--- config.mk ---
export PLATFORM = sky130hd
export DESIGN_NAME = filt_dev_flat
export DESIGN_NICKNAME = d
export VERILOG_FILES = /design/src/design/filt_pkg.sv /design/src/design/filt_if.sv /design/src/design/filt_dev.sv /design/src/flat_wrapper.sv
export SDC_FILE = /design/constraint.sdc
export NUM_CORES = 1
export LEC_CHECK = 0
export ABC_AREA = 1
export CAP_MARGIN = 10
export CORE_MARGIN = 2
export CORE_UTILIZATION = 30
export CTS_BUF_LIST = sky130_fd_sc_hd__clkbuf_8
export DETAILED_ROUTE_END_ITERATION = 12
export DONT_BUFFER_PORTS = 1
export GPL_TIMING_DRIVEN = 0
export HOLD_SLACK_MARGIN = 0.02
export PLACE_DENSITY = 0.41
export SYNTH_ARGS = -nofsm -noshare
export SYNTH_HDL_FRONTEND = slang
export SYNTH_SLANG_ARGS = --single-unit
--- constraint.sdc ---
create_clock -name clock -period 7.9 [get_ports clock]
set_clock_uncertainty 0.1 [all_clocks]
set_input_delay 0.79 -clock clock [delete_from_list [all_inputs] [get_ports clock]]
set_output_delay 0.79 -clock clock [all_outputs]
set_load 0.01 [all_outputs]
--- src/design/filt_pkg.sv ---
package filt_pkg;
    localparam int DW = 24;
    localparam int AW = 16;
    localparam int MW = 12;
    localparam logic [3:0] REG_IN = 4'h0;
    localparam logic [3:0] REG_OUT = 4'h1;
    localparam logic [3:0] REG_CNT = 4'h3;
    localparam logic [3:0] REG_CSR = 4'h4;
    localparam logic [3:0] REG_ACR = 4'h5;
    localparam logic [3:0] REG_DBA = 4'h6;
    localparam logic [3:0] REG_CBA = 4'h7;
    localparam logic [3:0] REG_DCH = 4'h8;
    localparam int CSR_EN = 0;
    localparam int CSR_TYPE = 1;
    localparam int CSR_MLC = 6;
    localparam int CSR_PRC = 7;
    localparam int CSR_CONT = 13;
    localparam int CSR_IBE = 14;
    localparam int CSR_OBF = 15;
    localparam logic [23:0] CSR_WMASK = 24'h000dff;
    localparam logic [23:0] CNT_MASK = 24'h000fff;
    localparam logic [23:0] ACR_MASK = 24'h00007f;
    localparam logic [23:0] DCH_MASK = 24'h000f3f;
    localparam logic [23:0] CSR_FIR_RUN = 24'h000081;
    localparam logic [23:0] CSR_IIR_RUN = 24'h000003;
    localparam logic [23:0] ACR_SCALE8 = 24'h000001;
    localparam logic [AW-1:0] MEM_LIMIT = 16'h1000;
    localparam int FIFO_DEPTH = 4;
    localparam int BUF_DEPTH = 2;
    localparam logic [1:0] SCL_X8 = 2'h1;
    localparam logic [1:0] SCL_X16 = 2'h2;
endpackage : filt_pkg

--- src/design/filt_if.sv ---
`timescale 1ns/10ps
interface filt_if;
    import filt_pkg::*;
    logic wr;
    logic rd;
    logic [3:0] addr;
    logic [DW-1:0] wdata;
    logic [DW-1:0] rdata;
    logic rvalid;
    logic in_req;
    logic out_req;
    modport dev (input wr, rd, addr, wdata, output rdata, rvalid, in_req, out_req);
    modport host (output wr, rd, addr, wdata, input rdata, rvalid, in_req, out_req);
endinterface : filt_if

--- src/design/filt_dev.sv ---
`timescale 1ns/10ps
module filt_dev
    import filt_pkg::*;
(
    input wire logic clock,
    input wire logic rst_n,
    filt_if.dev bus,
    output logic [AW-1:0] mem_addr_r,
    output logic [DW-1:0] mem_wdata_r,
    output logic mem_we_r,
    input wire logic mem_busy,
    output logic [AW-1:0] coef_addr_r,
    input wire logic [DW-1:0] res_data,
    input wire logic res_valid,
    output logic res_ready_r,
    output logic [3:0] dec_factor_r,
    output logic [5:0] chan_count_r,
    output logic [1:0] scale_shift_r,
    output logic enable_r
);
    // ----------------------------------------
    // Helpers
    // ----------------------------------------
    function automatic logic [AW-1:0] kmask(input logic [MW-1:0] cnt);
        logic [AW-1:0] m;
        m = '0;
        for (int i = 0; i < MW; i++) begin
            if (cnt >> i != 0) m[i] = 1'b1;
        end
        return m;
    endfunction : kmask

    logic [DW-1:0] cnt_r, csr_r, acr_r, dch_r;
    logic [AW-1:0] dba_r, cba_r, cptr_r;
    logic [AW-1:0] dmask, dlow, dhigh, clow, chigh;
    logic wr_cnt, wr_csr, wr_acr, wr_dba, wr_cba, wr_dch, wr_in, rd_out;
    assign dmask = kmask(cnt_r[MW-1:0]);
    assign dlow = dba_r & ~dmask;
    assign dhigh = dlow + {4'h0, cnt_r[MW-1:0]};
    assign clow = cba_r & ~dmask;
    assign chigh = clow + {4'h0, cnt_r[MW-1:0]};
    assign wr_in = bus.wr && bus.addr == REG_IN;
    assign wr_cnt = bus.wr && bus.addr == REG_CNT;
    assign wr_csr = bus.wr && bus.addr == REG_CSR;
    assign wr_acr = bus.wr && bus.addr == REG_ACR;
    assign wr_dba = bus.wr && bus.addr == REG_DBA;
    assign wr_cba = bus.wr && bus.addr == REG_CBA;
    assign wr_dch = bus.wr && bus.addr == REG_DCH;
    assign rd_out = bus.rd && bus.addr == REG_OUT;

    // ----------------------------------------
    // Configuration registers
    // ----------------------------------------
    always_ff @(posedge clock) begin
        if (!rst_n) begin
            cnt_r <= '0;
            acr_r <= '0;
            dch_r <= '0;
            cba_r <= '0;
        end else begin
            if (wr_cnt) cnt_r <= bus.wdata & CNT_MASK;
            if (wr_acr) acr_r <= bus.wdata & ACR_MASK;
            if (wr_dch) dch_r <= bus.wdata & DCH_MASK;
            if (wr_cba) cba_r <= bus.wdata[AW-1:0];
        end
    end
    logic cont_set;
    assign cont_set = mem_busy && (mem_we_r || csr_r[CSR_EN]);
    always_ff @(posedge clock) begin
        if (!rst_n) begin
            csr_r <= '0;
        end else begin
            if (wr_csr) csr_r[12:0] <= bus.wdata[12:0] & CSR_WMASK[12:0];
            if (wr_csr && !bus.wdata[CSR_CONT]) csr_r[CSR_CONT] <= 1'b0;
            if (cont_set) csr_r[CSR_CONT] <= 1'b1;
        end
    end

    // ----------------------------------------
    // Input FIFO and data pointer
    // ----------------------------------------
    logic [DW-1:0] fifo_mem [FIFO_DEPTH];
    logic [1:0] f_wp, f_rp;
    logic [2:0] f_cnt;
    logic pop;
    assign pop = f_cnt != 0 && enable_r && !mem_busy;
    always_ff @(posedge clock) begin
        if (!rst_n || !csr_r[CSR_EN]) begin
            f_wp <= 2'h0;
            f_rp <= 2'h0;
            f_cnt <= 3'h0;
        end else begin
            if (wr_in && f_cnt != 3'(FIFO_DEPTH)) begin
                fifo_mem[f_wp] <= bus.wdata;
                f_wp <= f_wp + 2'h1;
            end
            if (pop) f_rp <= f_rp + 2'h1;
            f_cnt <= f_cnt + 3'(wr_in && f_cnt != 3'(FIFO_DEPTH)) - 3'(pop);
        end
    end
    always_ff @(posedge clock) begin
        if (!rst_n) begin
            dba_r <= '0;
            mem_we_r <= 1'b0;
            mem_addr_r <= '0;
            mem_wdata_r <= '0;
        end else begin
            mem_we_r <= pop;
            // Store every popped sample, even when software loads the pointer
            if (pop) begin
                mem_addr_r <= dba_r & (MEM_LIMIT - 16'h1);
                mem_wdata_r <= fifo_mem[f_rp];
            end
            if (wr_dba) begin
                dba_r <= bus.wdata[AW-1:0];
            end else if (pop) begin
                dba_r <= (dba_r >= dhigh) ? dlow : dba_r + 16'h1;
            end
        end
    end

    // ----------------------------------------
    // Coefficient walk
    // ----------------------------------------
    always_ff @(posedge clock) begin
        if (!rst_n) begin
            cptr_r <= '0;
            coef_addr_r <= '0;
        end else begin
            if (!enable_r || pop) cptr_r <= clow;
            else if (cptr_r != chigh) cptr_r <= cptr_r + 16'h1;
            coef_addr_r <= cptr_r & (MEM_LIMIT - 16'h1);
        end
    end

    // ----------------------------------------
    // Result buffer, two entries
    // ----------------------------------------
    logic [DW-1:0] ob_mem [BUF_DEPTH];
    logic ob_wp, ob_rp;
    logic [1:0] ob_cnt;
    logic ob_push, ob_pop;
    logic [DW-1:0] scaled;
    always_comb begin
        case (acr_r[1:0])
            SCL_X8: scaled = res_data <<< 3;
            SCL_X16: scaled = res_data <<< 4;
            default: scaled = res_data;
        endcase
    end
    assign ob_push = res_valid && res_ready_r;
    assign ob_pop = rd_out && ob_cnt != 0;
    always_ff @(posedge clock) begin
        if (!rst_n || !csr_r[CSR_EN]) begin
            ob_wp <= 1'b0;
            ob_rp <= 1'b0;
            ob_cnt <= 2'h0;
            res_ready_r <= 1'b0;
        end else begin
            if (ob_push) begin
                ob_mem[ob_wp] <= scaled;
                ob_wp <= ~ob_wp;
            end
            if (ob_pop) ob_rp <= ~ob_rp;
            ob_cnt <= ob_cnt + 2'(ob_push) - 2'(ob_pop);
            res_ready_r <= (ob_cnt + 2'(ob_push) - 2'(ob_pop)) < 2'(BUF_DEPTH);
        end
    end

    // ----------------------------------------
    // Read answers and outputs
    // ----------------------------------------
    logic [DW-1:0] status;
    always_comb begin
        status = csr_r;
        status[CSR_IBE] = f_cnt == 0;
        status[CSR_OBF] = ob_cnt != 0;
    end
    always_ff @(posedge clock) begin
        if (!rst_n) begin
            bus.rdata <= '0;
            bus.rvalid <= 1'b0;
            bus.in_req <= 1'b0;
            bus.out_req <= 1'b0;
            dec_factor_r <= 4'h0;
            chan_count_r <= 6'h0;
            scale_shift_r <= 2'h0;
            enable_r <= 1'b0;
        end else begin
            bus.rvalid <= bus.rd;
            case (bus.addr)
                REG_OUT: bus.rdata <= ob_mem[ob_rp];
                REG_CNT: bus.rdata <= cnt_r;
                REG_CSR: bus.rdata <= status;
                REG_ACR: bus.rdata <= acr_r;
                REG_DBA: bus.rdata <= {8'h0, dba_r};
                REG_CBA: bus.rdata <= {8'h0, clow};
                REG_DCH: bus.rdata <= dch_r;
                default: bus.rdata <= '0;
            endcase
            bus.in_req <= csr_r[CSR_EN] && f_cnt == 0;
            bus.out_req <= csr_r[CSR_EN] && ob_cnt != 0 && !ob_pop;
            dec_factor_r <= dch_r[11:8];
            chan_count_r <= csr_r[CSR_MLC] ? dch_r[5:0] : 6'h0;
            scale_shift_r <= acr_r[1:0];
            enable_r <= csr_r[CSR_EN];
        end
    end
endmodule : filt_dev

--- src/flat_wrapper.sv ---
// flat-port wrapper written by rule: the top's interface ports become plain ports
module filt_dev_flat import filt_pkg::*;
  (clock, rst_n, mem_addr_r, mem_wdata_r, mem_we_r, mem_busy, coef_addr_r, res_data, res_valid, res_ready_r, dec_factor_r, chan_count_r, scale_shift_r, enable_r, bus_wr, bus_rd, bus_addr, bus_wdata, bus_rdata, bus_rvalid, bus_in_req, bus_out_req);
  filt_if bus_i ();
  input wire logic clock;
  input wire logic rst_n;
  output logic [AW-1:0] mem_addr_r;
  output logic [DW-1:0] mem_wdata_r;
  output logic mem_we_r;
  input wire logic mem_busy;
  output logic [AW-1:0] coef_addr_r;
  input wire logic [DW-1:0] res_data;
  input wire logic res_valid;
  output logic res_ready_r;
  output logic [3:0] dec_factor_r;
  output logic [5:0] chan_count_r;
  output logic [1:0] scale_shift_r;
  output logic enable_r;
  input wire logic [$bits(bus_i.wr)-1:0] bus_wr;
  input wire logic [$bits(bus_i.rd)-1:0] bus_rd;
  input wire logic [$bits(bus_i.addr)-1:0] bus_addr;
  input wire logic [$bits(bus_i.wdata)-1:0] bus_wdata;
  output wire logic [$bits(bus_i.rdata)-1:0] bus_rdata;
  output wire logic [$bits(bus_i.rvalid)-1:0] bus_rvalid;
  output wire logic [$bits(bus_i.in_req)-1:0] bus_in_req;
  output wire logic [$bits(bus_i.out_req)-1:0] bus_out_req;
  assign bus_i.wr = bus_wr;
  assign bus_i.rd = bus_rd;
  assign bus_i.addr = bus_addr;
  assign bus_i.wdata = bus_wdata;
  assign bus_rdata = bus_i.rdata;
  assign bus_rvalid = bus_i.rvalid;
  assign bus_in_req = bus_i.in_req;
  assign bus_out_req = bus_i.out_req;
  filt_dev u_core (.clock(clock), .rst_n(rst_n), .bus(bus_i), .mem_addr_r(mem_addr_r), .mem_wdata_r(mem_wdata_r), .mem_we_r(mem_we_r), .mem_busy(mem_busy), .coef_addr_r(coef_addr_r), .res_data(res_data), .res_valid(res_valid), .res_ready_r(res_ready_r), .dec_factor_r(dec_factor_r), .chan_count_r(chan_count_r), .scale_shift_r(scale_shift_r), .enable_r(enable_r));
endmodule
## Word level (Yosys, flattened, before mapping)

Memory sizes are Yosys's and may differ from the RTL's. A register that Yosys moved wholly into a read port is not among the register bits.
Index checks and enable logic that the tools add are counted.

| storage, ports and cells | value |
|---|---|
| RAM bits | 144 |
| memories | 2 |
| register bits after elaboration | 170 |
| latch bits | 0 |
| word-level logic and storage cells | 133 |
| input port bits | 58 |
| memory bits (read-only) | 0 |

| cells by class | value |
|---|---|
| bitwise gates (word level) | 5 |
| multipliers | 0 |
| magnitude comparators | 2 |
| shifts and indexed selects | 0 |
| reduce and logical (&&, ||, !) cells | 47 |
| equality and inequality tests | 11 |
| multiplexer cells | 29 |
| div/mod/pow operators | 0 |
| add/sub/neg operators | 10 |

Memories:

| memory | words | bits a word | read ports | clocked after Yosys merged registers in | wr ports | line | text |
|---|---|---|---|---|---|---|---|
| u_core.fifo_mem | 4 | 24 | 1 | 1 | 1 | filt_dev.sv:82 | `logic [DW-1:0] fifo_mem [FIFO_DEPTH];` |
| u_core.ob_mem | 2 | 24 | 1 | 1 | 1 | filt_dev.sv:139 | `logic [DW-1:0] ob_mem [BUF_DEPTH];` |

Operators with widths:

| kind | count |
|---|---|
| 32-bit nonzero test | 11 |
| 24-bit one-hot mux with 7 select lines | 1 |
| 16-bit two-way mux | 5 |
| 24-bit one-hot mux with 2 select lines | 1 |
| 16-bit by 1-bit adder with 16-bit output, second input constant | 2 |
| 16-bit by 12-bit adder with 16-bit output | 2 |
| 16-bit AND | 2 |
| 1-bit two-way mux | 22 |
| 1-bit logical AND | 18 |
| 4-bit by 3-bit equality test with 1-bit output, second input constant | 4 |
| 16-bit greater-or-equal comparator | 1 |
| 16-bit != test | 1 |
| 12-bit NOT with 16-bit output | 1 |
| 2-bit nonzero test | 4 |
| 1-bit zero test | 7 |
| 2-bit by 1-bit adder with 2-bit output, second input constant | 2 |
| 4-bit by 1-bit equality test with 1-bit output, second input constant | 1 |
| 4-bit by 2-bit equality test with 1-bit output, second input constant | 1 |
| 4-bit equality test, second input constant | 1 |
| 4-bit zero test | 1 |
| 3-bit by 1-bit adder with 3-bit output | 1 |
| 3-bit zero test | 1 |
| 1-bit logical OR | 3 |
| 3-bit != test, second input constant | 1 |
| other kinds (9) | 10 |

## Logic depth before layout (Yosys ltp)

Gate-level depths: netlist of run 1.

| logic depth | value |
|---|---|
| depth after elaboration | 9 |
| mapped depth | 33 |
| mapped depth without buffers | 32 |

## Least setup slack after synthesis of run 1

OpenSTA, ideal clock, no wires.

| timing | value |
|---|---|
| path type | reg2reg |
| start point | reg u_core.cnt_r[11] |
| end point | reg u_core.dba_r[14] |
| required time | 7688 ps |
| path buffers | 1 |
| path slack | 3256 ps |
| cell stages (with the launch flop) | 34 |
| data arrival time | 4432 ps |
| path through | dfxtp_1 > inv_2 > nand3_4 > nor2_2 > nand4_2 > nor2_2 > nand2_1 > nor2_2 > inv_2 > nor2_4 > nand3_1 > inv_1 > ha_1 > inv_1 > fa_1 > nor2_1 > a211oi_1 > o21ai_0 > a31oi_1 > o21ai_0 > a21oi_1 > nor3_1 > ha_1 > xnor2_1 > nand3_2 > nor2_1 > nand3_2 > nand3_4 > inv_4 > buf_6 > nand3_1 > nand2_1 > nor2_1 > nor2_1 |

| between the ends | value |
|---|---|
| word-level cells in the longest chain between the ends | 9 |

Ends and longest elaborated chain:

| element | line | text |
|---|---|---|
| start: declaration | filt_dev.sv:33 | `logic [DW-1:0] cnt_r, csr_r, acr_r, dch_r;` |
| start signal: assignment | filt_dev.sv:61 | `if (wr_cnt) cnt_r <= bus.wdata & CNT_MASK;` |
| 32-bit nonzero test | filt_dev.sv:28 | `if (cnt >> i != 0) m[i] = 1'b1;` |
| 1-bit two-way mux | filt_dev.sv:28 |  |
| 12-bit NOT with 16-bit output | filt_dev.sv:38 | `assign dlow = dba_r & ~dmask;` |
| 16-bit AND | filt_dev.sv:38 |  |
| 16-bit by 12-bit adder with 16-bit output (*) | filt_dev.sv:39 | `assign dhigh = dlow + {4'h0, cnt_r[MW-1:0]};` |
| 16-bit greater-or-equal comparator (*) | filt_dev.sv:117 | `dba_r <= (dba_r >= dhigh) ? dlow : dba_r + 16'h1;` |
| 16-bit two-way mux (*) | filt_dev.sv:117 |  |
| 16-bit two-way mux (*) | filt_dev.sv:116 | `end else if (pop) begin` |
| 16-bit two-way mux (*) | filt_dev.sv:114 | `if (wr_dba) begin` |
| end signal: assignment | filt_dev.sv:115 | `dba_r <= bus.wdata[AW-1:0];` |
| end signal: assignment | filt_dev.sv:117 |  |
| end: declaration | filt_dev.sv:34 | `logic [AW-1:0] dba_r, cba_r, cptr_r;` |

Every way passes the cells marked *; elsewhere a longest branch is shown, timed or not. The select of a mux whose other input is x is not followed.
A chain may end at the register's enable or synchronous reset.

## Worst setup path after layout of run 1

| timing | value |
|---|---|
| start point | reg u_core.cnt_r[11] |
| end point | reg u_core.dba_r[5] |

| between the ends | value |
|---|---|
| word-level cells in the longest chain between the ends | 9 |

Ends and longest elaborated chain:

| element | line |
|---|---|
| 32-bit nonzero test | filt_dev.sv:28 |
| 1-bit two-way mux | filt_dev.sv:28 |
| 12-bit NOT with 16-bit output | filt_dev.sv:38 |
| 16-bit AND | filt_dev.sv:38 |
| 16-bit by 12-bit adder with 16-bit output | filt_dev.sv:39 |
| 16-bit greater-or-equal comparator | filt_dev.sv:117 |
| 16-bit two-way mux (*) | filt_dev.sv:117 |
| 16-bit two-way mux (*) | filt_dev.sv:116 |
| 16-bit two-way mux (*) | filt_dev.sv:114 |

Marks and branches as above.

==> results summary, run 1 <==
The flow ran to the end, and the final reports show no timing, DRC or antenna violations. The worst ir drop on vdd came out at 115 uV. The part of the cycle the worst path needs is 0.755. The number of antenna violations at the first check in global routing came out at 1. The share of the Yosys chip area taken by registers is 0.506.

The leftover overflow at the end of global routing is 0. The maximum single-stage delay on the critical path is 0.49 ns. The max-slew violation total from the final report is 0. The count of buffer and inverter cells on the critical path came out at 5. Summing every instance area after synthesis gives 16,100 um2. The floorplan die height came out at 236 um. The area of the core is 52,800 um2. For this run, the number of Yosys warnings is 0. At the end of the flow, the number of nets in the layout was 2,133.

The via count of the first global-routing pass came out at 13,335. Using the TritonRoute via totals, the vias-per-cell ratio works out to 4.93. The post-synthesis register bit count came out at 335. STA classifies the critical path startpoint as a flop. The effective utilization at floorplan is 0.305. For the worst setup path, the data required time is 8.32 ns.

Among the stages of the critical path, the cell type that occurs most often is sky130_fd_sc_hd__nor2_2. The hold-fix buffer count after cts came out at 0. The routed design could run at a clock period as short as 5.96 ns. The number of clock buffers added by TritonCTS is 61. The number of max-capacitance violations reported came out at 0. In this run, the number of DRC markers left after iteration 0 of detailed routing was 936. The post-CTS repair timing setup buffer count came out at 0. The worst max-slew margin expressed relative to the limit came out at 0.410. The average cell area after synthesis came out at 8.24 um2. The floorplan step defined a die boundary enclosing 55,500 um2. The worst hold path belongs to the class input pin to flop.

The post-detailed-route wirelength per cell is 20.7 um. The number of nets still failing antenna checks after routing came out at 0. The width of the chip came out at 236 um.

The final worst setup slack is 1.94 ns. Setup violations remaining at the end of the flow were counted as 0. The all-layer global routing usage came out at 0.203. The number of rows created at floorplan came out at 84.

The transition time at the pin with the least slew margin came out at 0.862 ns. The count of pins on the block boundary is 156. The number of library cell types mapped by synthesis is 53. The standard cell area after detailed placement came out at 17,000 um2. STA puts the critical path data arrival time at 6.38 ns. Clock tree synthesis selected as its root buffer the cell sky130_fd_sc_hd__clkbuf_8. The maximum fanout along the worst path came out at 10. The startpoint-to-endpoint class of the critical path is flop to flop.

The largest net degree at the start of global routing is 25. Measured on the finished design, the core utilization comes to 0.347. The number of hold violations in the final report came out at 0. Compared with the post-synthesis result, the final layout area differs by 13.7%. The number of enable flip-flop cells after synthesis came out at 144. The cell count after synthesis came out at 1,952. The final design area excluding fillers is 18,300 um2. The layout cell share with drive strength beyond 1 came out at 0.0751.

The aggregate routed wire length is 57.2 mm. The total number of vias is 13,642. The DRC violation count after routing is 0.

The clock latency on the worst-skew pair came out at 0.69 ns. Setup repair after global routing left no endpoint under its margin. Buffers placed on the I/O ports in this run total 0. The non-filler instance count after layout came out at 2,766. The CTS H-tree depth is 2. The share of async-settable or async-resettable flops after synthesis is 0. The TritonCTS clock tree is built. Among all stages on the critical path, the largest delay is contributed by sky130_fd_sc_hd__dfxtp_1. The leakage component of the power came out at 0.00733 uW. The maximum operating frequency is 0.168 GHz. The total power density per cell area is 204 nW/um2. The clock slew at the register clock pins of the worst setup and hold paths came out at 0.06 ns. The clock net sink count is 335. The number of cells after detailed placement came out at 2,649.

The routability congestion estimate from global placement is 0.846. The first-pass GRT wire length came out at 84.9 mm. For this run, the leading register cell type out of synthesis is sky130_fd_sc_hd__dfxtp_1.

The aggregate negative setup slack came out at 0 ns. The kind of cell with the highest combined delay on the critical path is simple AND/OR/NAND/NOR gates. Prior to clock tree synthesis, the placed netlist has a worst setup slack of 2.01 ns.

The maximum clock path buffer count is 3. The final HPWL from detailed placement came out at 42.0 mm. The number of gates resized after CTS was 0.

The kind of capture point of the worst setup path is a flop. The number of iterations in the first detailed-routing pass is 5.
final timing paths:
kind / depth (start not counted) / end / slack, ns / start
setup reg to reg: 31 / u_core.dba_r[5] / 1.94 / u_core.cnt_r[11]
setup / recovery: 31 / u_core.dba_r[5] / 1.94 / u_core.cnt_r[11]
hold / removal: 0 / u_core.fifo_mem[2][20] / 0.09 / bus_wdata[20]
hold reg to reg: 1 / flop / 0.35 / u_core.ob_rp
state kept, by name (all words and copies together), names as in the netlist, 2 cells and up, named ones only:
register / flops
u_core.ob_mem: 48
u_core.coef_addr_r: 12
u_core.csr_r: 12
u_core.fifo_mem: 96
u_core.bus.rdata: 24
u_core.f_rp: 2
u_core.chan_count_r: 6
u_core.mem_wdata_r: 24
u_core.cnt_r: 12
u_core.dba_r: 16
u_core.cba_r: 16
u_core.dec_factor_r: 4
u_core.dch_r: 10
u_core.cptr_r: 16
u_core.mem_addr_r: 12
u_core.f_cnt: 3
u_core.f_wp: 2
u_core.scale_shift_r: 2
u_core.ob_cnt: 2
u_core.acr_r: 7
cells by family after synthesis:
logic type                 synth area share
AOI/OAI and AO/OA                     0.150
and+or+nand+nor                       0.193
DFF                                   0.506
xor gates and xnor gates             0.0288
buffers and inverters                0.0800
adders and majority gates            0.0411
other                              0.000233
cell usage in the layout, fill, tap and decap left out, types with 4 or more instances in the layout:
| master | instances |
|---|---|
| sky130_fd_sc_hd__nand3_1 | 84 |
| sky130_fd_sc_hd__conb_1 | 8 |
| sky130_fd_sc_hd__nand3b_1 | 4 |
| sky130_fd_sc_hd__inv_2 | 7 |
| sky130_fd_sc_hd__buf_6 | 5 |
| sky130_fd_sc_hd__buf_4 | 8 |
| sky130_fd_sc_hd__o21ai_0 | 181 |
| sky130_fd_sc_hd__nand2_1 | 359 |
| sky130_fd_sc_hd__ha_1 | 48 |
| sky130_fd_sc_hd__o22ai_1 | 24 |
| sky130_fd_sc_hd__nor2_1 | 229 |
| sky130_fd_sc_hd__nor3_1 | 14 |
| sky130_fd_sc_hd__inv_1 | 242 |
| sky130_fd_sc_hd__nand3_2 | 4 |
| sky130_fd_sc_hd__xnor2_1 | 15 |
| sky130_fd_sc_hd__clkinv_2 | 11 |
| sky130_fd_sc_hd__clkbuf_8 | 71 |
| sky130_fd_sc_hd__nor2_4 | 7 |
| sky130_fd_sc_hd__o21ai_2 | 7 |
| sky130_fd_sc_hd__a31oi_1 | 28 |
| sky130_fd_sc_hd__buf_2 | 4 |
| sky130_fd_sc_hd__xor2_1 | 36 |
| sky130_fd_sc_hd__clkinv_1 | 13 |
| sky130_fd_sc_hd__a21oi_1 | 162 |
| sky130_fd_sc_hd__a2111oi_0 | 4 |
| sky130_fd_sc_hd__o21ai_1 | 14 |
| sky130_fd_sc_hd__edfxtp_1 | 144 |
| sky130_fd_sc_hd__nand4_1 | 18 |
| sky130_fd_sc_hd__buf_1 | 4 |
| sky130_fd_sc_hd__nor2_2 | 7 |
| sky130_fd_sc_hd__dfxtp_1 | 191 |
| sky130_fd_sc_hd__a211oi_1 | 4 |
| sky130_fd_sc_hd__clkbuf_1 | 73 |
cell usage after synthesis, types with 8 or more instances:
cell type                  instances  area share
sky130_fd_sc_hd__inv_1           222       0.052
sky130_fd_sc_hd__nand4_1          18      0.0070
sky130_fd_sc_hd__dfxtp_1         191        0.24
sky130_fd_sc_hd__o21ai_1          14      0.0044
sky130_fd_sc_hd__clkbuf_1         73       0.017
sky130_fd_sc_hd__o21ai_0         181       0.056
sky130_fd_sc_hd__ha_1             48       0.037
sky130_fd_sc_hd__o22ai_1          24      0.0093
sky130_fd_sc_hd__buf_4             8      0.0037
sky130_fd_sc_hd__xnor2_1          15      0.0082
sky130_fd_sc_hd__a21oi_1         162       0.050
sky130_fd_sc_hd__nand3_1          84       0.026
sky130_fd_sc_hd__nor3_1           15      0.0047
sky130_fd_sc_hd__xor2_1           36       0.020
sky130_fd_sc_hd__nor2_1          234       0.055
sky130_fd_sc_hd__nand2_1         359       0.084
sky130_fd_sc_hd__a31oi_1          28       0.011
sky130_fd_sc_hd__edfxtp_1        144        0.27
routing by layer:
layer / vias to the layer above / share of wire / track usage
met2: 429 / 0.43 / 0.315
met4: 0 / 0.031 / 0.0699
met3: 116 / 0.072 / 0.0496
met5: - / 0 / 0
met1: 6436 / 0.46 / 0.276
li1: 6661 / - / -
power by group:
group	internal, uW	total [uW]	switching [uW]
Sequential	1820	1830	12.6
Clock	893	1680	788
Combinational	62.1	213	151
cell type report:
type	count	area (um2)
well taps	688	861
flip-flops and latches	335	8150
multi-input cells	1297	6720
diodes	1	2.50
inverters	235	885
clock buffers	71	977
fillers	5626	34500
plain buffers	92	403
clock inverters	45	278
repair buffers	2	22.5
through the flow:
stage,power [uW],hold slack (ns)
floorplan,2010,0.307
global placement,2080,0.331
detailed placement,2080,0.337
CTS,3780,0.0401
global route,3870,0.0561
finish,3730,0.0931
worst register-to-register path: cells and delay by family (launching register included):
kind / cells / cell delay, ns
AND/OR/NAND/NOR: 15 / 2.20
AO/OA/AOI/OAI: 7 / 1.20
adder cells (fa/ha/maj): 3 / 0.89
buffers and inverters: 5 / 0.77
flip-flops: 1 / 0.49
XOR/XNOR: 1 / 0.17
Note: power is estimated with default switching activity, not from simulation.
==> inputs of run 2 (changes only) <==
==> constraint.sdc (replaced) <==
create_clock -name clock -period 5.6 [get_ports clock]
set_clock_uncertainty 0.1 [all_clocks]
set_input_delay 0.56 -clock clock [delete_from_list [all_inputs] [get_ports clock]]
set_output_delay 0.56 -clock clock [all_outputs]
set_load 0.01 [all_outputs]
==> run 2 against run 1 <==
Net effect:
- via count increased by 0.86%
- critical endpoint is now u_core.dba_r[14]
- power increased by 43%
- highest routed layer unchanged
- sequential power increased by 41%
- final area increased by 2.6%
- largest power group unchanged
- fmax increased by 14%
==> results summary, run 2 (synthesis gave the netlist of run 1 again) <==
The met2 wire length is 25.8 mm (+3.8%). The via count of the first global-routing pass is 13,449 (+0.85%). The all-layer global routing usage came to 0.205 (+0.00227). The number of hold violations in the final report came out at 0 (unchanged). The time the final worst path needs with I/O delays and setup is 5.22 ns (-0.746 ns). The power dissipated by switching net loads is 1380 uW (+45%).

The number of rows created at floorplan came out at 84 (unchanged). The largest net degree at the start of global routing came out at 25 (unchanged). The routability congestion estimate from global placement came out at 0.846 (unchanged). The number of fill cells in the layout is 5,595 (-0.55%).

The met1 routed wirelength after detailed routing is 27.0 mm (+2.1%). The number of buffers created by CTS is 61 (unchanged). The worst ir drop on vdd came out at 163 uV (+41%). The count of pins on the block boundary came out at 156 (unchanged). The total number of vias came out at 13,760 (+0.86%). The final HPWL from detailed placement came to 42.0 mm (unchanged). The post-detailed-route wirelength per cell came out at 20.7 um (+0.19%).

The clock net sink count is 335 (unchanged). The library cell used most frequently in the layout, excluding fill and tap cells, is sky130_fd_sc_hd__nand2_1. The net total in the final layout came out at 2,173 (+1.9%).

The max-slew violation total from the final report came to 0 (unchanged). The number of buffers added on ports was 0 (unchanged). The maximum fanout along the worst path is 10 (unchanged).

The effective utilization at floorplan is 0.305 (unchanged). The clock latency on the worst-skew pair is 0.68 ns (about the same). The maximum single-stage delay on the critical path was 0.41 ns (-0.08 ns). The run finished with clean final reports.

The area of the core is 52,800 um2 (unchanged). The cell internal power dissipation came to 3950 uW (+42%). The switching power as a share of total power is 0.259 (+0.00319). The aggregate negative setup slack is 0 ns (unchanged). The maximum operating frequency is 0.192 GHz (+14%). The width of the chip is 236 um (unchanged). The CTS H-tree depth is 2 (unchanged). By instance count, the cell type seen most on the critical path is sky130_fd_sc_hd__nor2_4.

In this run the worst hold path is classified as input pin to flop. The uppermost layer routed is met4. The startpoint-to-endpoint class of the critical path is flop to flop. The iteration-0 DRC count of the detailed router came out at 1,029 (+9.9%). CTS placed an instance of sky130_fd_sc_hd__clkbuf_8 at the clock tree root.

The layout cell share with drive strength beyond 1 came to 0.0827 (+0.00756). The final worst setup slack came out at 0.381 ns (-1.55 ns). The number of flip-flops under the largest register name came out at 96 (unchanged). The combinational share of power is 0.071 (+0.014). TritonCTS built the clock tree. The multi-input gate area in the final layout is 6780 um2 (+0.91%). The first-pass GRT wire length is 85.8 mm (+1.1%). The aggregate routed wire length is 58.1 mm (+1.7%). The arrival time reported for the critical path endpoint came out at 5.68 ns (-0.70 ns). The register cell area after layout is 8150 um2 (about the same). The proportion of power drawn by flip-flops and latches is 0.485 (-0.006).

The maximum clock path buffer count came out at 3 (unchanged). The critical-path cell with the highest stage delay is sky130_fd_sc_hd__dfxtp_4. The final core utilization came out at 0.356 (+0.00901). The tightest hold margin came out at 0.0744 ns (-0.0187 ns). The floorplan die height was 236 um (unchanged). The number of nets still failing antenna checks after routing came out at 0 (unchanged).

The non-filler instance count after layout was 2,807 (+1.5%). In the final layout, the registers with the most flip-flops are u_core.fifo_mem x96, u_core.ob_mem x48. The leakage component of the power came out at 0.00753 uW (+2.7%). The number of iterations in the first detailed-routing pass is 5 (unchanged). The clock slew at the register clock pins of the worst setup and hold paths was 0.06 ns (about the same).

The transition time at the pin with the least slew margin came out at 1.03 ns (+0.164 ns). The register with the most flip-flops is u_core.fifo_mem. The DRC violation count after routing came out at 0 (unchanged). The top cell types in the final layout, fill and taps aside, are sky130_fd_sc_hd__nand2_1, sky130_fd_sc_hd__inv_1, sky130_fd_sc_hd__nor2_1. Relative to the synthesized area, the layout overhead comes to 16.7%. The placement-stage worst setup slack is -0.294 ns (-2.30 ns). The area of the die came out at 55,500 um2 (unchanged). The worst setup path is launched from a flop. The met3 wire length came out at 3.84 mm (-6.4%).

The kind of capture point of the worst setup path is a flop. The number of max-capacitance violations reported was 0 (unchanged). The count of endpoints failing setup in the final report came out at 0 (unchanged). The number of antenna violations at the first check in global routing was 2 (+1).

The total power density per cell area came out at 284 nW/um2 (+39%). The clock share of power was 0.444 (-0.007). The worst max-slew margin expressed relative to the limit is 0.298 (-0.112). The part of the cycle the worst path needs came out at 0.932 (+0.177).

The leftover overflow at the end of global routing is 0 (unchanged). The data required time at the worst endpoint is 6.07 ns (-2.25 ns). The number of vias per cell after detailed routing came out at 4.90 (-0.61%).

The number of cells after detailed placement is 2,649 (unchanged).
run 2: cell count changes in the layout (fill, tap and decap cells not counted), sizes merged:
cell / before / now
buf: 21 / 29
clkbuf: 144 / 145
diode: 1 / 2
dlygate4sd3: 0 / 31
run 2: timing repair:
action,in CTS,in global routing
gates cloned,0,1
hold buffers,31,0
setup buffers,0,8
resized for setup,5,18
setup endpoints to repair,16,16
hold endpoints to repair,173,0
pin swaps,0,9
run 2: power groups by stage:
stage          Sequential [uW]  Clock (uW)  Combinational, uW
2_1_floorplan             2630           0                208
3_3_place_gp              2630           0                297
3_5_place_dp              2630           0                298
4_1_cts                   2580        2440                344
5_1_grt                   2580        2550                411
6_report                  2580        2370                378
run 2: cell type report:
type	instances	area share
antenna	2	0.000267
buffer	92	0.0217
clock buffer	71	0.0521
clock inverter	45	0.0148
inverter	235	0.0475
multi-input combinational	1297	0.361
sequential	335	0.434
tap	688	0.0459
timing repair buffer	42	0.0223
run 2: per-layer routing:
layer,up-vias,track usage
met2,413,0.325
met5,-,0
met1,6497,0.282
li1,6744,-
met4,0,0.0608
met3,106,0.0430
run 2: final timing paths:
path,from,end,slack (ns),cells after the start
worst min register to register,u_core.csr_r[8],u_core.csr_r[8],0.35,2
worst max register to register,u_core.cnt_r[11],u_core.dba_r[14],0.38,33
worst max-delay path,u_core.cnt_r[11],u_core.dba_r[14],0.38,33
worst min-delay path,bus_wdata[7],u_core.dba_r[7],0.07,4
run 2: metrics by stage:
stage | cell area, um2 | power [uW]
4_1_cts | 18600 | 5370
3_3_place_gp | 17000 | 2930
2_1_floorplan | 16100 | 2830
5_1_grt | 18800 | 5540
3_5_place_dp | 17000 | 2930
6_report | 18800 | 5330
run 2: critical path: cells and delay by family, from the launching register on:
| family | cells | cell delay [ns] |
|---|---|---|
| xor+xnor | 1 | 0.16 |
| fa+ha+maj | 3 | 0.88 |
| buf+inv | 6 | 0.59 |
| compound gates | 6 | 0.85 |
| flops | 1 | 0.41 |
| simple gates | 17 | 2.09 |
==> inputs of run 3 (changes only) <==
--- a/config.mk
+++ b/config.mk
@@ -5,16 +5,15 @@
 export SDC_FILE = /design/constraint.sdc
 export NUM_CORES = 1
 export LEC_CHECK = 0
-export ABC_AREA = 1
 export CAP_MARGIN = 10
 export CORE_MARGIN = 2
 export CORE_UTILIZATION = 30
 export CTS_BUF_LIST = sky130_fd_sc_hd__clkbuf_8
 export DETAILED_ROUTE_END_ITERATION = 12
 export DONT_BUFFER_PORTS = 1
-export GPL_TIMING_DRIVEN = 0
 export HOLD_SLACK_MARGIN = 0.02
 export PLACE_DENSITY = 0.41
+export REMOVE_ABC_BUFFERS = 1
 export SYNTH_ARGS = -nofsm -noshare
 export SYNTH_HDL_FRONTEND = slang
 export SYNTH_SLANG_ARGS = --single-unit
==> run 3 against run 2 <==
Net effect:
- the flow now finishes with violations (setup timing)
- cell count down 16%
- critical path depth down 3
- global-route usage down 2.0 points
==> results summary, run 3 <==
The startpoint-to-endpoint class of the critical path is flop to flop. The number of buffers created by CTS is 61 (unchanged). The part of the Yosys area used for sequential elements is 0.532 (+0.0257).

Leaving out fill and tap cells, the most frequent cell in the layout is sky130_fd_sc_hd__nand2_1. The routability congestion estimate from global placement is 0.815 (-3.7%). The largest registers in the layout are u_core.fifo_mem x96, u_core.ob_mem x48. The multi-input gate area in the final layout is 6820 um2 (+0.50%). The root buffer cell chosen for the clock tree is sky130_fd_sc_hd__clkbuf_8. The cell type contributing the most total cell area after synthesis is sky130_fd_sc_hd__edfxtp_1. The all-layer global routing usage is 0.185 (-0.0200). The largest net degree at the start of global routing is 65 (+160%). The fraction of the mapped netlist area in simple logic gates came to 0.157 (-0.0364). The leakage component of the power came out at 0.00646 uW (-14%).

The final worst setup slack was -0.0834 ns (-0.465 ns). The CTS H-tree depth came out at 2 (unchanged). The arrival time reported for the critical path endpoint is 6.09 ns (+0.41 ns). The aggregate routed wire length is 49.5 mm (-15%). Tracing the worst setup path back leads to its startpoint at u_core.cnt_r[10]. The tightest hold margin is 0.110 ns (+0.0353 ns). The worst hold path begins at bus_rd. The maximum operating frequency is 0.176 GHz (-8.2%). The clock slew at the register clock pins of the worst setup and hold paths is 0.06 ns (about the same). The combinational family with the most area after synthesis is simple AND/OR/NAND/NOR gates. The first-pass GRT wire length came out at 74.3 mm (-13%). The transition time at the pin with the least slew margin came out at 1.12 ns (+0.0889 ns). The number of flip-flops under the largest register name is 96 (unchanged). The post-synthesis mux area share is 0.0543 (+0.0543). The number of fill cells in the layout is 5,117 (-8.5%).

The count of pins on the block boundary is 156 (unchanged). Setup repair after global routing could not meet its margin everywhere. The final core utilization is 0.369 (+0.0129). The maximum clock path buffer count is 3 (unchanged). The checks that failed: setup timing.

The share of async-settable or async-resettable flops after synthesis came to 0 (unchanged). The leading cell type by number of instances after synthesis is sky130_fd_sc_hd__nand2_1. The maximum single-stage delay on the critical path is 0.35 ns (-0.06 ns).

The number of iterations in the first detailed-routing pass is 5 (unchanged). The total power density per cell area came out at 311 nW/um2 (+9.7%). The post-detailed-route wirelength per cell came out at 20.9 um (+1.2%). The run finished, with violations left. The part of the cycle the worst path needs is 1.01 (+0.0830). The placement-stage worst setup slack is -0.795 ns (-0.501 ns). TritonCTS built the clock tree. The iteration-0 DRC count of the detailed router is 733 (-29%). The sort of element at the start of the critical path is a flop.

The total power of the final layout is 5770 uW (+8.3%). The worst ir drop on vdd came to 196 uV (+20%). The average cell area after synthesis came out at 10.1 um2 (+22%). The worst hold path cell count is 4 (unchanged).

The arithmetic-cell share of the synthesized area counting full adders, half adders and majority gates is 0.0432 (+0.00208). The number of vias per cell after detailed routing was 5.04 (+2.8%). The post-synthesis register bit count came out at 335 (unchanged).

The maximum fanout along the worst path came to 6 (-4). The top cell types in the final layout, fill and taps aside, are sky130_fd_sc_hd__nand2_1, sky130_fd_sc_hd__dfxtp_1, sky130_fd_sc_hd__a21oi_1. The number of hold violations in the final report was 0 (unchanged). The net total in the final layout came out at 1,744 (-20%). The data required time at the worst endpoint is 6.01 ns (-0.06 ns). The layout cell share with drive strength beyond 1 was 0.143 (+0.0601). The number of rows created at floorplan came out at 82 (-2.4%). The commonest cells after synthesis are sky130_fd_sc_hd__nand2_1, sky130_fd_sc_hd__dfxtp_1, sky130_fd_sc_hd__a21oi_1. The number of buffers added on ports came out at 0 (unchanged).

The post-synthesis instance area is 15,300 um2 (-4.8%). The number of nets still failing antenna checks after routing came out at 0 (unchanged). The register cell area after layout is 8150 um2 (about the same). Among the stages of the critical path, the cell type that occurs most often is sky130_fd_sc_hd__buf_4.

The max-slew violation total from the final report is 0 (unchanged). The proportion of netlist area held by the largest area contributor is 0.282 (+0.0136). The slowest stage of the critical path is the sky130_fd_sc_hd__fa_2 cell. The DRC violation count after routing is 0 (unchanged). The number of library cell types mapped by synthesis is 64 (+21%). The number of cells traversed by the worst register-to-register path came out at 30 (-9.1%). The area fraction in compound gates after synthesis is 0.156 (+0.00565). Counting flops per register, the top entry is u_core.fifo_mem. The via count of the first global-routing pass was 11,934 (-11%). The number of antenna violations at the first check in global routing is 6 (+4). The count of endpoints failing setup in the final report came out at 5 (+5). The worst setup path is captured at a flop. The worst register-to-register path begins at u_core.cnt_r[10]. The post-synthesis cell count came out at 1,520 (-22%). The min-delay analysis places its worst path in the category input pin to flop. The total number of vias was 11,900 (-14%). The synthesized-area fraction occupied by xor and xnor cells is 0.0232 (-0.00557).

The leftover overflow at the end of global routing came out at 0 (unchanged). The width of the chip is 230 um (-2.4%). The number of enable flip-flop cells after synthesis came out at 144 (unchanged). The worst max-slew margin expressed relative to the limit is 0.256 (-0.0416). The number of max-capacitance violations reported is 0 (unchanged).

The clock net sink count is 335 (unchanged). For this run, the leading register cell type out of synthesis is sky130_fd_sc_hd__dfxtp_1. The time the final worst path needs with I/O delays and setup is 5.68 ns (+0.465 ns). The area growth from synthesis to layout is 21.1%. Ranked by total cell area, the synthesized netlist is headed by sky130_fd_sc_hd__edfxtp_1, sky130_fd_sc_hd__dfxtp_1, sky130_fd_sc_hd__nand2_1. The final HPWL from detailed placement is 32.7 mm (-22%). The clock latency on the worst-skew pair came out at 0.69 ns (about the same). The area of the core is 50,300 um2 (-4.7%). The number of warning messages in the yosys log came out at 0 (unchanged). The floorplan die height came to 230 um (-2.4%). The area of the die is 52,900 um2 (-4.7%).

The effective utilization at floorplan was 0.305 (-0.000370).
-- run 3: cell types whose count changed after synthesis, moves of 14 or more --
cell / previous run / this run
sky130_fd_sc_hd__inv_1: 222 / 30
sky130_fd_sc_hd__nor2_1: 234 / 73
sky130_fd_sc_hd__o21ai_0: 181 / 76
sky130_fd_sc_hd__nand2_1: 359 / 263
sky130_fd_sc_hd__and2_1: 0 / 45
sky130_fd_sc_hd__nand3_1: 84 / 41
sky130_fd_sc_hd__a22oi_1: 3 / 33
sky130_fd_sc_hd__mux2i_1: 0 / 29
sky130_fd_sc_hd__and3_1: 0 / 24
sky130_fd_sc_hd__mux4_2: 0 / 24
sky130_fd_sc_hd__o22ai_1: 24 / 0
sky130_fd_sc_hd__xor2_1: 36 / 14
sky130_fd_sc_hd__a21oi_1: 162 / 147
sky130_fd_sc_hd__a22o_1: 0 / 14
-- run 3: cell type report --
type / count / area share
inverters: 31 / 0.00634
flip-flops and latches: 335 / 0.440
clock buffers: 75 / 0.0557
well taps: 672 / 0.0454
repair buffers: 144 / 0.0682
diodes: 1 / 0.000135
multi-input cells: 1062 / 0.368
clock inverters: 41 / 0.0169
-- run 3: routing by layer --
metal	track usage	part of all wire	vias to the layer above
met2	0.299	0.46	307
met1	0.245	0.46	5778
met4	0.0728	0.036	0
li1	-	-	5724
met3	0.0363	0.046	91
met5	0	0	-
-- run 3: logic make-up after synthesis --
kind of cell             after synthesis
AND/OR/NAND/NOR                      525
AO/OA/AOI/OAI                        386
flip-flops                           335
buffers and inverters                130
multiplexers                          53
adder cells (fa/ha/maj)               51
XOR/XNOR                              39
other                                  1
-- run 3: power breakdown --
group / switching [uW] / internal, uW / total, uW
registers: 38.0 / 2570 / 2610
logic: 355 / 272 / 627
clock network: 1120 / 1410 / 2530
total: 1510 / 4250 / 5770
-- run 3: metrics by stage --
stage                     setup TNS [ns]  instances  cell area, um2
final                             -0.233       2361           18500
after global routing               -5.05       2360           18500
after CTS                         -0.401       2356           18500
after detailed placement          -11.21       2166           16300
after global placement             -9.17       2166           16300
after floorplan                    -3.80       1428           14900
-- run 3: worst max-delay path, delay by kind of cell (launching register included) --
kind / cells / cell delay [ns]
compound gates: 11 / 1.47
xor+xnor: 1 / 0.16
fa+ha+maj: 3 / 0.85
buf+inv: 5 / 0.64
flops: 1 / 0.34
simple gates: 10 / 1.94
-- run 3: final timing paths --
path	end	slack [ns]
min	u_core.ob_rp	0.11
min reg2reg	u_core.cba_r[7]	0.35
max reg2reg	u_core.dba_r[15]	-0.08
max	u_core.dba_r[15]	-0.08
-- run 3: timing repair --
| item | 4_1_cts | 5_1_grt |
|---|---|---|
| gates resized for setup | 23 | 10 |
| pin swaps | 6 | 4 |
| setup endpoints to repair | 16 | 16 |
| hold buffers | 68 | 0 |
| endpoints found under the hold margin | 249 | 0 |
| setup buffers | 6 | 4 |
| cloned | 0 | 0 |
